===== src/design/ccd_cfg.svh =====
// Purpose: constants for the clear/complement/decrement execution block
// Assumes: 14-bit opcodes, 8-bit data, 7-bit file addresses
// Notes: included by the core only; the package does not include it
`ifndef CCD_CFG_SVH
`define CCD_CFG_SVH
// ----------------------------------------
// Opcode encodings
// ----------------------------------------
`define CCD_OPC_ZERO_ACC 14'h0103
`define CCD_OPC_WDOG_KICK 14'h0064
`define CCD_OPC_DEC_HI 6'h03
`define CCD_OPC_INV_HI 6'h09
// ----------------------------------------
// Field positions
// ----------------------------------------
`define CCD_DEST_BIT 7
`define CCD_ADDR_MSB 6
// ----------------------------------------
// Reset values and timing
// ----------------------------------------
`define CCD_WDOG_RST 8'h00
`define CCD_PRESC_RST 8'h00
`define CCD_ACC_RST 8'h00
`define CCD_Q_PER_CYCLE 4
`define CCD_Q_CNT_RST 2'h0
`endif


===== src/design/ccd_pkg.sv =====
// Purpose: shared types for the execution block
// Assumes: constants come from ccd_cfg.svh
// Notes: types only
package ccd_pkg;
  typedef enum logic [4:0] {
    CCD_OP_NONE = 5'b00001,
    CCD_OP_ZERO_ACC = 5'b00010,
    CCD_OP_INV = 5'b00100,
    CCD_OP_WDOG = 5'b01000,
    CCD_OP_DEC = 5'b10000
  } ccd_op_e;

  typedef struct packed {
    logic we;
    logic [6:0] addr;
    logic [7:0] data;
  } ccd_fwr_s;

  typedef struct packed {
    logic zero;
    logic wdog_expiry_flag_n;
    logic sleep_entered_flag_n;
  } ccd_stat_s;
endpackage : ccd_pkg


===== src/design/ccd_exec.sv =====
// Purpose: execute zero_accumulator_op, invert_file_op, watchdog_kick_op, decrement_file_op
// Assumes: file read data for opcode address is valid while instr_valid_i is high
// Notes: one instruction per four-phase cycle; results commit on the last phase
`timescale 1ns/10ps
`default_nettype none
`include "ccd_cfg.svh"

module ccd_exec #(
  parameter int WDOG_W = 8,
  parameter int PRESC_W = 8
) (
  input wire logic sys_clk_i, // 10 MHz oscillator clock
  input wire logic rst_n_i, // Async reset, active low
  input wire logic clk_en_i, // Freezes all state when low
  input wire logic instr_valid_i, // Opcode valid this cycle
  input wire logic [13:0] instr_i, // Opcode word
  input wire logic [7:0] file_rdata_i, // Addressed file register contents
  input wire logic presc_to_wdog_i, // Prescaler assigned to watchdog
  input wire logic wdog_tick_i, // Watchdog count source pulse
  input wire logic status_set_i, // Load status flags from outside
  input wire ccd_pkg::ccd_stat_s status_in_i, // Status values to load
  output logic [6:0] file_addr_o, // File address being read
  output ccd_pkg::ccd_fwr_s file_wr_o, // File write strobe/address/data
  output logic [7:0] acc_o, // Working register
  output ccd_pkg::ccd_stat_s status_o, // Zero, expiry_n, sleep_n flags
  output logic [WDOG_W-1:0] watchdog_counter_o, // Watchdog count
  output logic [PRESC_W-1:0] presc_o, // Shared prescaler count
  output logic instr_done_o // Pulse in the cycle after the commit phase
);
  // ----------------------------------------
  // Decode
  // ----------------------------------------
  function automatic ccd_pkg::ccd_op_e decode(input logic [13:0] op);
    if (op == `CCD_OPC_ZERO_ACC)
      return ccd_pkg::CCD_OP_ZERO_ACC;
    else if (op == `CCD_OPC_WDOG_KICK)
      return ccd_pkg::CCD_OP_WDOG;
    else if (op[13:8] == `CCD_OPC_DEC_HI)
      return ccd_pkg::CCD_OP_DEC;
    else if (op[13:8] == `CCD_OPC_INV_HI)
      return ccd_pkg::CCD_OP_INV;
    else
      return ccd_pkg::CCD_OP_NONE;
  endfunction : decode

  ccd_pkg::ccd_op_e op_w;
  assign op_w = decode(instr_i);
  assign file_addr_o = instr_i[`CCD_ADDR_MSB:0];

  // ----------------------------------------
  // Phase counter
  // ----------------------------------------
  logic [1:0] q_cnt_q;
  logic [1:0] q_cnt_d;
  logic commit_w;

  always_comb
  begin
    q_cnt_d = q_cnt_q + 2'h1;
  end
  assign commit_w = (q_cnt_q == 2'(`CCD_Q_PER_CYCLE - 1));

  always_ff @(posedge sys_clk_i or negedge rst_n_i)
  begin
    if (!rst_n_i)
      q_cnt_q <= `CCD_Q_CNT_RST;
    else if (clk_en_i)
      q_cnt_q <= q_cnt_d;
  end

  // ----------------------------------------
  // Execute
  // ----------------------------------------
  logic [7:0] acc_q;
  logic [7:0] acc_d;
  ccd_pkg::ccd_stat_s stat_q;
  ccd_pkg::ccd_stat_s stat_d;
  ccd_pkg::ccd_fwr_s fwr_q;
  ccd_pkg::ccd_fwr_s fwr_d;
  logic [WDOG_W-1:0] wdog_q;
  logic [WDOG_W-1:0] wdog_d;
  logic [PRESC_W-1:0] presc_q;
  logic [PRESC_W-1:0] presc_d;
  logic done_q;
  logic done_d;
  logic [7:0] res;
  logic go;
  logic kick;

  always_comb
  begin
    acc_d = acc_q;
    stat_d = stat_q;
    fwr_d = fwr_q;
    fwr_d.we = 1'b0;
    wdog_d = wdog_q;
    presc_d = presc_q;
    res = 8'h00;
    go = instr_valid_i && commit_w;
    kick = go && (op_w == ccd_pkg::CCD_OP_WDOG);
    done_d = go;
    if (status_set_i)
      stat_d = status_in_i;
    // Prescaler feeds the watchdog only when assigned to it
    if (wdog_tick_i)
    begin
      if (presc_to_wdog_i)
      begin
        presc_d = presc_q + PRESC_W'(1);
        if (presc_q == {PRESC_W{1'b1}})
          wdog_d = wdog_q + WDOG_W'(1);
      end
      else
        wdog_d = wdog_q + WDOG_W'(1);
    end
    if (go)
    begin
      case (op_w)
        ccd_pkg::CCD_OP_ZERO_ACC:
        begin
          acc_d = `CCD_ACC_RST;
          stat_d.zero = 1'b1;
        end
        ccd_pkg::CCD_OP_INV, ccd_pkg::CCD_OP_DEC:
        begin
          if (op_w == ccd_pkg::CCD_OP_INV)
            res = ~file_rdata_i;
          else
            res = file_rdata_i - 8'h01;
          stat_d.zero = (res == 8'h00);
          if (instr_i[`CCD_DEST_BIT])
          begin
            fwr_d.we = 1'b1;
            fwr_d.addr = instr_i[`CCD_ADDR_MSB:0];
            fwr_d.data = res;
          end
          else
            acc_d = res;
        end
        ccd_pkg::CCD_OP_WDOG:
        begin
          stat_d.wdog_expiry_flag_n = 1'b1;
          stat_d.sleep_entered_flag_n = 1'b1;
        end
        default:
        begin
          acc_d = acc_q;
        end
      endcase
    end
    // Kick overrides any tick landing in the same cycle
    if (kick)
    begin
      wdog_d = WDOG_W'(`CCD_WDOG_RST);
      if (presc_to_wdog_i)
        presc_d = PRESC_W'(`CCD_PRESC_RST);
    end
  end

  always_ff @(posedge sys_clk_i or negedge rst_n_i)
  begin
    if (!rst_n_i)
    begin
      acc_q <= `CCD_ACC_RST;
      stat_q <= 3'b011;
      fwr_q <= '0;
      wdog_q <= '0;
      presc_q <= '0;
      done_q <= 1'b0;
    end
    else if (clk_en_i)
    begin
      acc_q <= acc_d;
      stat_q <= stat_d;
      fwr_q <= fwr_d;
      wdog_q <= wdog_d;
      presc_q <= presc_d;
      done_q <= done_d;
    end
  end

  assign acc_o = acc_q;
  assign status_o = stat_q;
  assign file_wr_o = fwr_q;
  assign watchdog_counter_o = wdog_q;
  assign presc_o = presc_q;
  assign instr_done_o = done_q;
endmodule : ccd_exec
`default_nettype wire


===== config.mk =====
export PLATFORM = sky130hd
export DESIGN_NAME = ccd_exec
export DESIGN_NICKNAME = d
export VERILOG_FILES = /design/src/design/ccd_pkg.sv /design/src/design/ccd_exec.sv
export VERILOG_INCLUDE_DIRS = /design/src /design/src/design
export SDC_FILE = /design/constraint.sdc
export NUM_CORES = 1
export LEC_CHECK = 0
export BUFFER_PORTS_ARGS = -buffer_cell sky130_fd_sc_hd__buf_2
export CAP_MARGIN = 20
export CORE_UTILIZATION = 51
export DETAILED_ROUTE_END_ITERATION = 7
export HOLD_SLACK_MARGIN = 0.02
export PLACE_DENSITY_LB_ADDON = 0.12
export SLEW_MARGIN = 30
export SYNTH_ARGS = -nofsm -noshare
export SYNTH_HDL_FRONTEND = slang
export SYNTH_SLANG_ARGS = --single-unit

===== constraint.sdc =====
create_clock -name sys_clk_i -period 2.1 [get_ports sys_clk_i]
set_input_delay 0.105 -clock sys_clk_i [delete_from_list [all_inputs] [get_ports sys_clk_i]]
set_output_delay 0.105 -clock sys_clk_i [all_outputs]
set_load 0.01 [all_outputs]

; After elaboration in Yosys (flattened, before gate mapping)
; Cells that the tools add are included.
[totals]
out_inout_bits = 51
regBits = 46
in_bits = 32
wordCells = 61
[classes]
bitwise = 1
add_sub_neg = 4
n_eq_ne = 12
n_reduce_logical = 9
muxes = 24
[ops]
columns = cell, count
row1 = 8-bit 2-to-1 mux, 12
row2 = 16-bit 2-to-1 mux, 3
row3 = "8-bit by 1-bit adder with 8-bit output, second input constant", 2
row4 = 8-bit one-hot mux with 2 select lines, 1
row5 = 5-bit 2-to-1 mux, 3
row6 = "14-bit by 7-bit == test with 1-bit output, second input constant", 1
row7 = "14-bit by 9-bit == test with 1-bit output, second input constant", 1
row8 = 3-bit 2-to-1 mux, 3
row9 = "8-bit == test, second input constant", 1
row10 = 8-bit zero test, 1
row11 = 8-bit NOT, 1
row12 = 4-bit AND reduction, 2
row13 = "8-bit by 1-bit subtractor with 8-bit output, second input constant", 1
row14 = "6-bit by 2-bit == test with 1-bit output, second input constant", 1
row15 = "6-bit by 4-bit == test with 1-bit output, second input constant", 1
row16 = "5-bit by 2-bit == test with 1-bit output, second input constant", 1
row17 = "5-bit by 3-bit == test with 1-bit output, second input constant", 1
row18 = "5-bit by 4-bit == test with 1-bit output, second input constant", 1
row19 = "5-bit == test, second input constant", 1
row20 = 2-bit nonzero test, 2
row21 = "3-bit by 1-bit != test with 1-bit output, second input constant", 1
row22 = 3-bit AND reduction, 1
row23 = "2-bit by 1-bit adder with 2-bit output, second input constant", 1
row24 = "2-bit == test, second input constant", 1
row25 = other kinds (5), 6

; Logic depth before layout (Yosys ltp)
; Gate-level depths: netlist of run 1.
[depth]
ltp_word = 12
ltp_mapped = 7

; Worst setup path after synthesis of run 1
; OpenSTA, ideal clock, no wires.
[synth_path]
path_type = register to register
startpoint = register (tool-made name)
endpoint = register wdog_q[3], in the netlist watchdog_counter_o[3]
path_slack_ps = 402
n_path_buf = 0
synth_period_minus_slack_ps = 1698
t_arrival_ps = 1577
path_stages_with_launch = 7
path_cell_list = dfrtp_1 > ha_1 > nand3_1 > o21ai_0 > and3_1 > o21ai_1 > a22o_1
[synth_rtl]
columns = item, line
row1 = "end signal, assigned", ccd_exec.sv:176  ; wdog_q <= wdog_d;
row2 = "end, declared", ccd_exec.sv:80  ; logic [WDOG_W-1:0] wdog_q;

; Worst setup path in the final report of run 1
[layout_path]
startpoint = register q_cnt_q[0]
endpoint = register wdog_q[6], in the netlist watchdog_counter_o[6]
[layout_between]
elab_chain_len = 5
[layout_lines]
columns = item, line
row1 = "start, declared", ccd_exec.sv:53  ; logic [1:0] q_cnt_q;
row2 = "start signal, assigned", ccd_exec.sv:66  ; q_cnt_q <= `CCD_Q_CNT_RST;
row3 = "start signal, assigned", ccd_exec.sv:68  ; q_cnt_q <= q_cnt_d;
row4 = 2-bit == test (*), ccd_exec.sv:61  ; assign commit_w = (q_cnt_q == 2'(`CCD_Q_PER_CYCLE - 1));
row5 = 1-bit logical AND (*), ccd_exec.sv:99  ; go = instr_valid_i && commit_w;
row6 = 1-bit logical AND (*), ccd_exec.sv:100  ; kick = go && (op_w == ccd_pkg::CCD_OP_WDOG);
row7 = 3-bit by 1-bit != test with 1-bit output (no line) / 2-bit nonzero test (equally long branches), n/a
row8 = 3-bit AND reduction (no line), n/a
; Every way passes the cells marked *; elsewhere a longest branch is shown, timed or not.
; A chain may end at the register's enable or synchronous reset.

==> results of run 1 <==
[per-layer routing]
metal,part of all wire,global-route usage
met5,0,0
met4,0.0088,0.0632
met3,0.059,0.0486
met2,0.46,0.381
met1,0.47,0.332
[final timing paths]
path | endpoint | startpoint | slack [ps]
max reg2reg | watchdog_counter_o[6] | q_cnt_q[0] | 210
min in group asynchronous | file_wr_o[8] | rst_n_i | 410
min reg2reg | q_cnt_q[0] | q_cnt_q[0] | 480
max in group asynchronous | acc_o[6] | rst_n_i | 1270
min | status_o[0] | status_in_i[0] | 40
max | watchdog_counter_o[6] | q_cnt_q[0] | 210
[worst register-to-register path, delay by kind of cell (launching register included)]
| family | cells | cell delay [ps] |
|---|---|---|
| flip-flops | 1 | 380 |
| adder cells (fa/ha/maj) | 1 | 150 |
| AO/OA/AOI/OAI | 2 | 400 |
| AND/OR/NAND/NOR | 3 | 850 |
[final cells by class]
cell class	instances	area, sq um	share of cell area
well taps	67	83.8	0.0271
inverters	11	41.3	0.0133
clock buffers	7	86.3	0.0279
clock inverters	1	30.0	0.00969
multi-input cells	171	1220	0.395
repair buffers	91	480	0.155
flip-flops and latches	46	1150	0.372
[power groups by stage]
stage,clock [W],sequential (W),combinational [W]
after global routing,0.000730,0.00121,0.000717
final,0.000685,0.00119,0.000643
after detailed placement,0,0.00120,0.000645
after CTS,0.000699,0.00118,0.000648
after global placement,0,0.00120,0.000629
after floorplan,0,0.00124,0.000318
[repair_timing]
item,CTS,global route
buffers inserted,0,0
hold endpoints to repair,44,0
hold buffers,1,0
[through the flow]
step                      std cells  instance area [sq um]   util
after floorplan                 246                   2530      -
after global placement          385                   2970  0.625
after detailed placement        385                   2970  0.625
after CTS                       394                   3100  0.652
after global routing            394                   3100  0.652
final                           394                   3100  0.652
[layout by cell type (no fill, tap or decap), types with 3 or more instances in the layout]
| cell | n |
|---|---|
| buf_2 | 82 |
| o21a_1 | 3 |
| buf_4 | 8 |
| a21oi_1 | 7 |
| nand3_1 | 12 |
| mux2_2 | 15 |
| nand2_1 | 17 |
| dfrtp_1 | 44 |
| and3_1 | 4 |
| nor3_1 | 7 |
| nor2_1 | 15 |
| mux2i_1 | 5 |
| clkbuf_8 | 6 |
| a22o_1 | 13 |
| xnor2_1 | 6 |
| o22ai_1 | 3 |
| nand4_1 | 6 |
| o21ai_1 | 4 |
| o21ai_0 | 9 |
| xor2_1 | 3 |
| ha_1 | 5 |
| a211oi_1 | 3 |
| inv_1 | 11 |
[cells by family after synthesis]
logic type               after synthesis
AO/OA/AOI/OAI                         59
XOR/XNOR                               9
adder cells (fa/ha/maj)                5
buffers and inverters                 29
flip-flops                            46
multiplexers                          20
AND/OR/NAND/NOR                       78
==> results.md, run 1 <==
- Worst-path cell chain: ha_1, nand2_1, nor2_1, nand2_1, a41oi_1, a31oi_1
- Critical Path AT: 2080 ps
- Number of synthesized flops with an enable pin: 0
- Multiplexer share of the synthesized area: 0.0866
- Die area: 5240 sq um
- Final hold slack: 42.0 ps
- Pwr Total: 0.00251 W
- Yosys warning total: 0
- Overflow after GRT: 0
- Mapped Cells: 246
- FF-to-FF path depth: 6
- Synth area leaders: dfrtp_1 44%, mux2_2 6.7%, a22o_1 4.5%, nand2_1 2.5%, ha_1 2.5%
- Nets: 363
- Compound-cell area share of the yosys netlist: 0.168
- Post-Synth Simple-Gate Area: 0.173
- Num ports: 83
- H-tree depth: 2
- Initial antenna violation count: 0
- Post-layout min period: 1890 ps
- Gate power share: 0.256
- Worst skew pair latency: 300 ps
- Dpl ws: 75.9 ps
- Count leader, synth: dfrtp_1
- Worst min-delay path class: input port to flop
- Synth Area in XOR/XNOR: 0.0312
- Sequential share of power: 0.472
- Combinational family with the most area after synthesis: simple AND/OR/NAND/NOR gates
- Adder-cell share of the synthesized area: 0.0248
- Actual slew at the worst max-slew pin: 589 ps
- Synth area leader: dfrtp_1
- Max Buffers Root-to-Sink: 2
- Gr usage total: 0.239
- Critical path data required time: 2280 ps
- Leak: 1.56 nW
- Power density cells: 811 nW/um^2
- Worst path bufs/invs: 0
- Clk network pwr share: 0.272
- Post-cts sizing count: 0
- Post-synth ARST share: 1.00
- Final worst-path cycle share: 0.902
- Status: complete, no violations
- Slew margin rel.: 0.607
- Final hold vios: 0
- Post-synth cell types: 52
- Syn Nets: 283
- # DRC: 0
- Most used cell along the critical path: nand2_1
- Total number of vias: 2204
- Share of cells above drive strength 1: 0.367
- Die W: 72.4 microns
- RSZ-0062 raised after global routing: false
- Switching share of power: 0.309
- Netlist Area Pre-Place: 2530 sq um
- Synth Flop Type: dfrtp_1
- Post-synth top cells: 44 x dfrtp_1, 17 x nand2_1, 15 x mux2_2, 15 x nor2_1, 13 x a22o_1
- Routed WL: 5830 microns
- #FFs+latches synth: 46
- Max-slew violations: 0
- GPL Wtd Cong: 0.880
- Net Sw Power: 0.000778 W
- Post-synthesis area per instance: 10.3 sq um
- Startpoint class of the critical path: flop
- Share of the synthesized area in the top cell type: 0.436
- Drt pass-1 iters: 4
- Num Clock Sinks: 46
- Core Box Area: 4750 sq um
- CP Class: flop to flop
- Hpwl dp: 4260 microns
- Maximum vdd drop: 503 uV
- Iter 0 DRT Violations: 152
- WP depth: 6
- Num CTS Buffers: 5
- Register area share after synthesis: 0.456
- CP Max Fanout: 13
- Layout fillers: 417
- Max Cap Violations: 0
- Row count: 25
- Number of diodes: 0
- Port bufs: 82
- Routed wire per std cell: 14.8 microns
- Reg clk slew, reported paths: 90 ps
- Setup TNS: 0 ps
- CP Capture Type: flop
- DRT antenna net count: 0
- Worst path setup slack after routing: 207 ps
- Critical path's top delay family: simple AND/OR/NAND/NOR gates
- Slowest CP cell: nand2_1
- CTS tree: done
- Die Ht: 72.4 microns
- DR vias/cell: 5.59
- Fin Clk Skew: 10.5 ps
- Max Fclk: 0.528 GHz
- Pin count of the biggest net entering global routing: 47
- Setup violations, final: 0
- First-pass GRT wire length: 9680 microns
- Syn-to-layout area delta: 22.6%
- Hold Crit Depth: 2
- Vias in the first global route: 2052
- Power Internal: 0.00174 W
- Starting Density: 0.532
- Root Driver: clkbuf_8
- CP peak stage delay: 390 ps
Note: power is estimated with default switching activity, not from simulation.
==> inputs of run 2 (changes only) <==
--- a/config.mk
+++ b/config.mk
@@ -11,7 +11,7 @@
 export CORE_UTILIZATION = 51
 export DETAILED_ROUTE_END_ITERATION = 7
 export HOLD_SLACK_MARGIN = 0.02
-export PLACE_DENSITY_LB_ADDON = 0.12
+export PLACE_DENSITY = 0.85
 export SLEW_MARGIN = 30
 export SYNTH_ARGS = -nofsm -noshare
 export SYNTH_HDL_FRONTEND = slang
==> run 2 against run 1 <==
Critical path depth did not move. Largest power group unchanged. Count of clock-buffer cells in the layout stayed put. Critical endpoint is now watchdog_counter_o[3]. Sequential power about the same.
==> results.md, run 2 (same netlist as run 1, synthesis figures left out) <==
- Num CTS Buffers: 5 (unchanged)
- Row count: 25 (unchanged)
- GPL Wtd Cong: 0.886 (+0.69%)
- Maximum vdd drop: 362 uV (-28%)
- Num Clock Sinks: 46 (unchanged)
- Total number of vias: 2316 (+5.1%)
- DR vias/cell: 5.85 (+4.6%)
- Critical Path AT: 2170 ps (+90 ps)
- CP Capture Type: flop
- Port bufs: 82 (unchanged)
- Setup violations, final: 0 (unchanged)
- Final worst-path cycle share: 0.938 (+0.0369)
- CTS tree: done
- Reg clk slew, reported paths: 90 ps (about the same)
- Commonest non-fill, non-tap cell in the layout: buf_2
- Starting Density: 0.532 (unchanged)
- Slew margin rel.: 0.646 (+0.0387)
- Overflow after GRT: 0 (unchanged)
- Iter 0 DRT Violations: 155 (+2.0%)
- Dpl ws: 211 ps (+135 ps)
- Hpwl dp: 4540 microns (+6.6%)
- Layout fillers: 417 (unchanged)
- Max Buffers Root-to-Sink: 2 (unchanged)
- Final Non-Filler Cells: 396 (+0.51%)
- CTS hold repair buffers: 1 (unchanged)
- Nets: 365 (+0.55%)
- Max-slew violations: 0 (unchanged)
- # DRC: 0 (unchanged)
- Die Ht: 72.4 microns (unchanged)
- Critical path data required time: 2300 ps (+20 ps)
- Sequential cell area: 1150 sq um (unchanged)
- Core Box Area: 4750 sq um (unchanged)
- Worst path setup slack after routing: 129 ps (-77.5 ps)
- Initial antenna violation count: 0 (unchanged)
- Vias in the first global route: 2283 (+11%)
- Drt pass-1 iters: 6 (+2)
- RSZ-0062 raised after global routing: false
- Startpoint class of the critical path: flop
- H-tree depth: 2 (unchanged)
- Routed WL: 6350 microns (+9.0%)
- CP Class: flop to flop
- Max Fclk: 0.507 GHz (-3.9%)
- Die W: 72.4 microns (unchanged)
- Routed wire per std cell: 16.0 microns (+8.4%)
- Die area: 5240 sq um (unchanged)
- Share of cells above drive strength 1: 0.371 (+0.00385)
- Syn-to-layout area delta: 23.2%
- DRT antenna net count: 0 (unchanged)
- Root Driver: clkbuf_8
- Post-layout min period: 1970 ps (+77.5 ps)
- Max Cap Violations: 0 (unchanged)
- Setup TNS: 0 ps (unchanged)
- Post-cts sizing count: 0 (unchanged)
- Actual slew at the worst max-slew pin: 531 ps (-58.0 ps)
- Post-Place Cells: 387 (+0.52%)
- Pin count of the biggest net entering global routing: 23 (-51%)
- Number of diodes: 0 (unchanged)
- Leak: 1.57 nW (+0.61%)
- Status: complete, no violations
- Worst skew pair latency: 300 ps (about the same)
- Gr usage total: 0.251 (+0.0128)
- Fin Clk Skew: 6.44 ps (-4.05 ps)
- Num ports: 83 (unchanged)
- Area of the multi-input gates: 1220 sq um (unchanged)
- CP Max Fanout: 6 (-7)
- Most frequent cells in the layout: 82 x buf_2, 44 x dfrtp_1, 17 x nand2_1, 15 x nor2_1, 15 x mux2_2
- Power density cells: 818 nW/um^2 (+0.80%)
- Worst min-delay path class: input port to flop
- Final hold vios: 0 (unchanged)
- First-pass GRT wire length: 10300 microns (+6.8%)
- Worst R2R Setup Slack: 130 ps (-80 ps)
- Number of post-CTS setup repair buffers: 0 (unchanged)
run 2: changes by cell type in the layout (fill, tap and decap cells not counted):
cell / change
buf_4: +2
run 2: worst max-delay path, cell delays in order (launching register included):
cell,delay [ps]
dfrtp_1,420
ha_1,220
nand3_1,220
o21ai_0,390
and3_1,310
o21ai_1,80
a22o_1,230
run 2: layer usage:
| metal | wire length, microns | vias to the layer above | global-route usage | part of all wire |
|---|---|---|---|---|
| met5 | 0 | - | 0 | 0 |
| met2 | 3080 | 101 | 0.417 | 0.49 |
| met4 | 123 | 0 | 0.113 | 0.019 |
| li1 | - | 1071 | - | - |
| met1 | 2750 | 1131 | 0.319 | 0.43 |
| met3 | 394 | 13 | 0.0472 | 0.062 |
run 2: per-stage QoR:
| stage | total power, W | area, sq um | hold WS [ps] | utilization |
|---|---|---|---|---|
| after global placement | 0.00183 | 2990 | 99.7 | 0.628 |
| after global routing | 0.00268 | 3110 | 59.6 | 0.655 |
| final | 0.00255 | 3110 | 38.7 | 0.655 |
| after CTS | 0.00254 | 3110 | 49.0 | 0.655 |
| after floorplan | 0.00156 | 2530 | -191 | - |
| after detailed placement | 0.00186 | 2990 | 111 | 0.628 |
run 2: path summary, 6_finish.rpt:
kind / startpoint / end / depth (start not counted)
max in group asynchronous: rst_n_i / status_o[0] / 3
hold reg to reg: q_cnt_q[0] / q_cnt_q[0] / 1
min in group asynchronous: rst_n_i / presc_o[7] / 2
hold / removal: status_in_i[0] / status_o[0] / 2
setup reg to reg: flop / watchdog_counter_o[3] / 6
setup / recovery: flop / watchdog_counter_o[3] / 6
run 2: layout make-up:
cell class / instances / area share
clock buffer: 7 / 0.0277
clock inverter: 1 / 0.00965
inverter: 11 / 0.0133
multi-input combinational: 171 / 0.393
sequential: 46 / 0.371
tap: 67 / 0.0269
timing repair buffer: 93 / 0.159
run 2: report_power, final:
group          leakage (nW)  internal [W]  switching (W)
registers             0.597       0.00104       0.000158
clock network        0.0585      0.000388       0.000305
logic                 0.917      0.000308       0.000347
total                  1.57       0.00174       0.000811
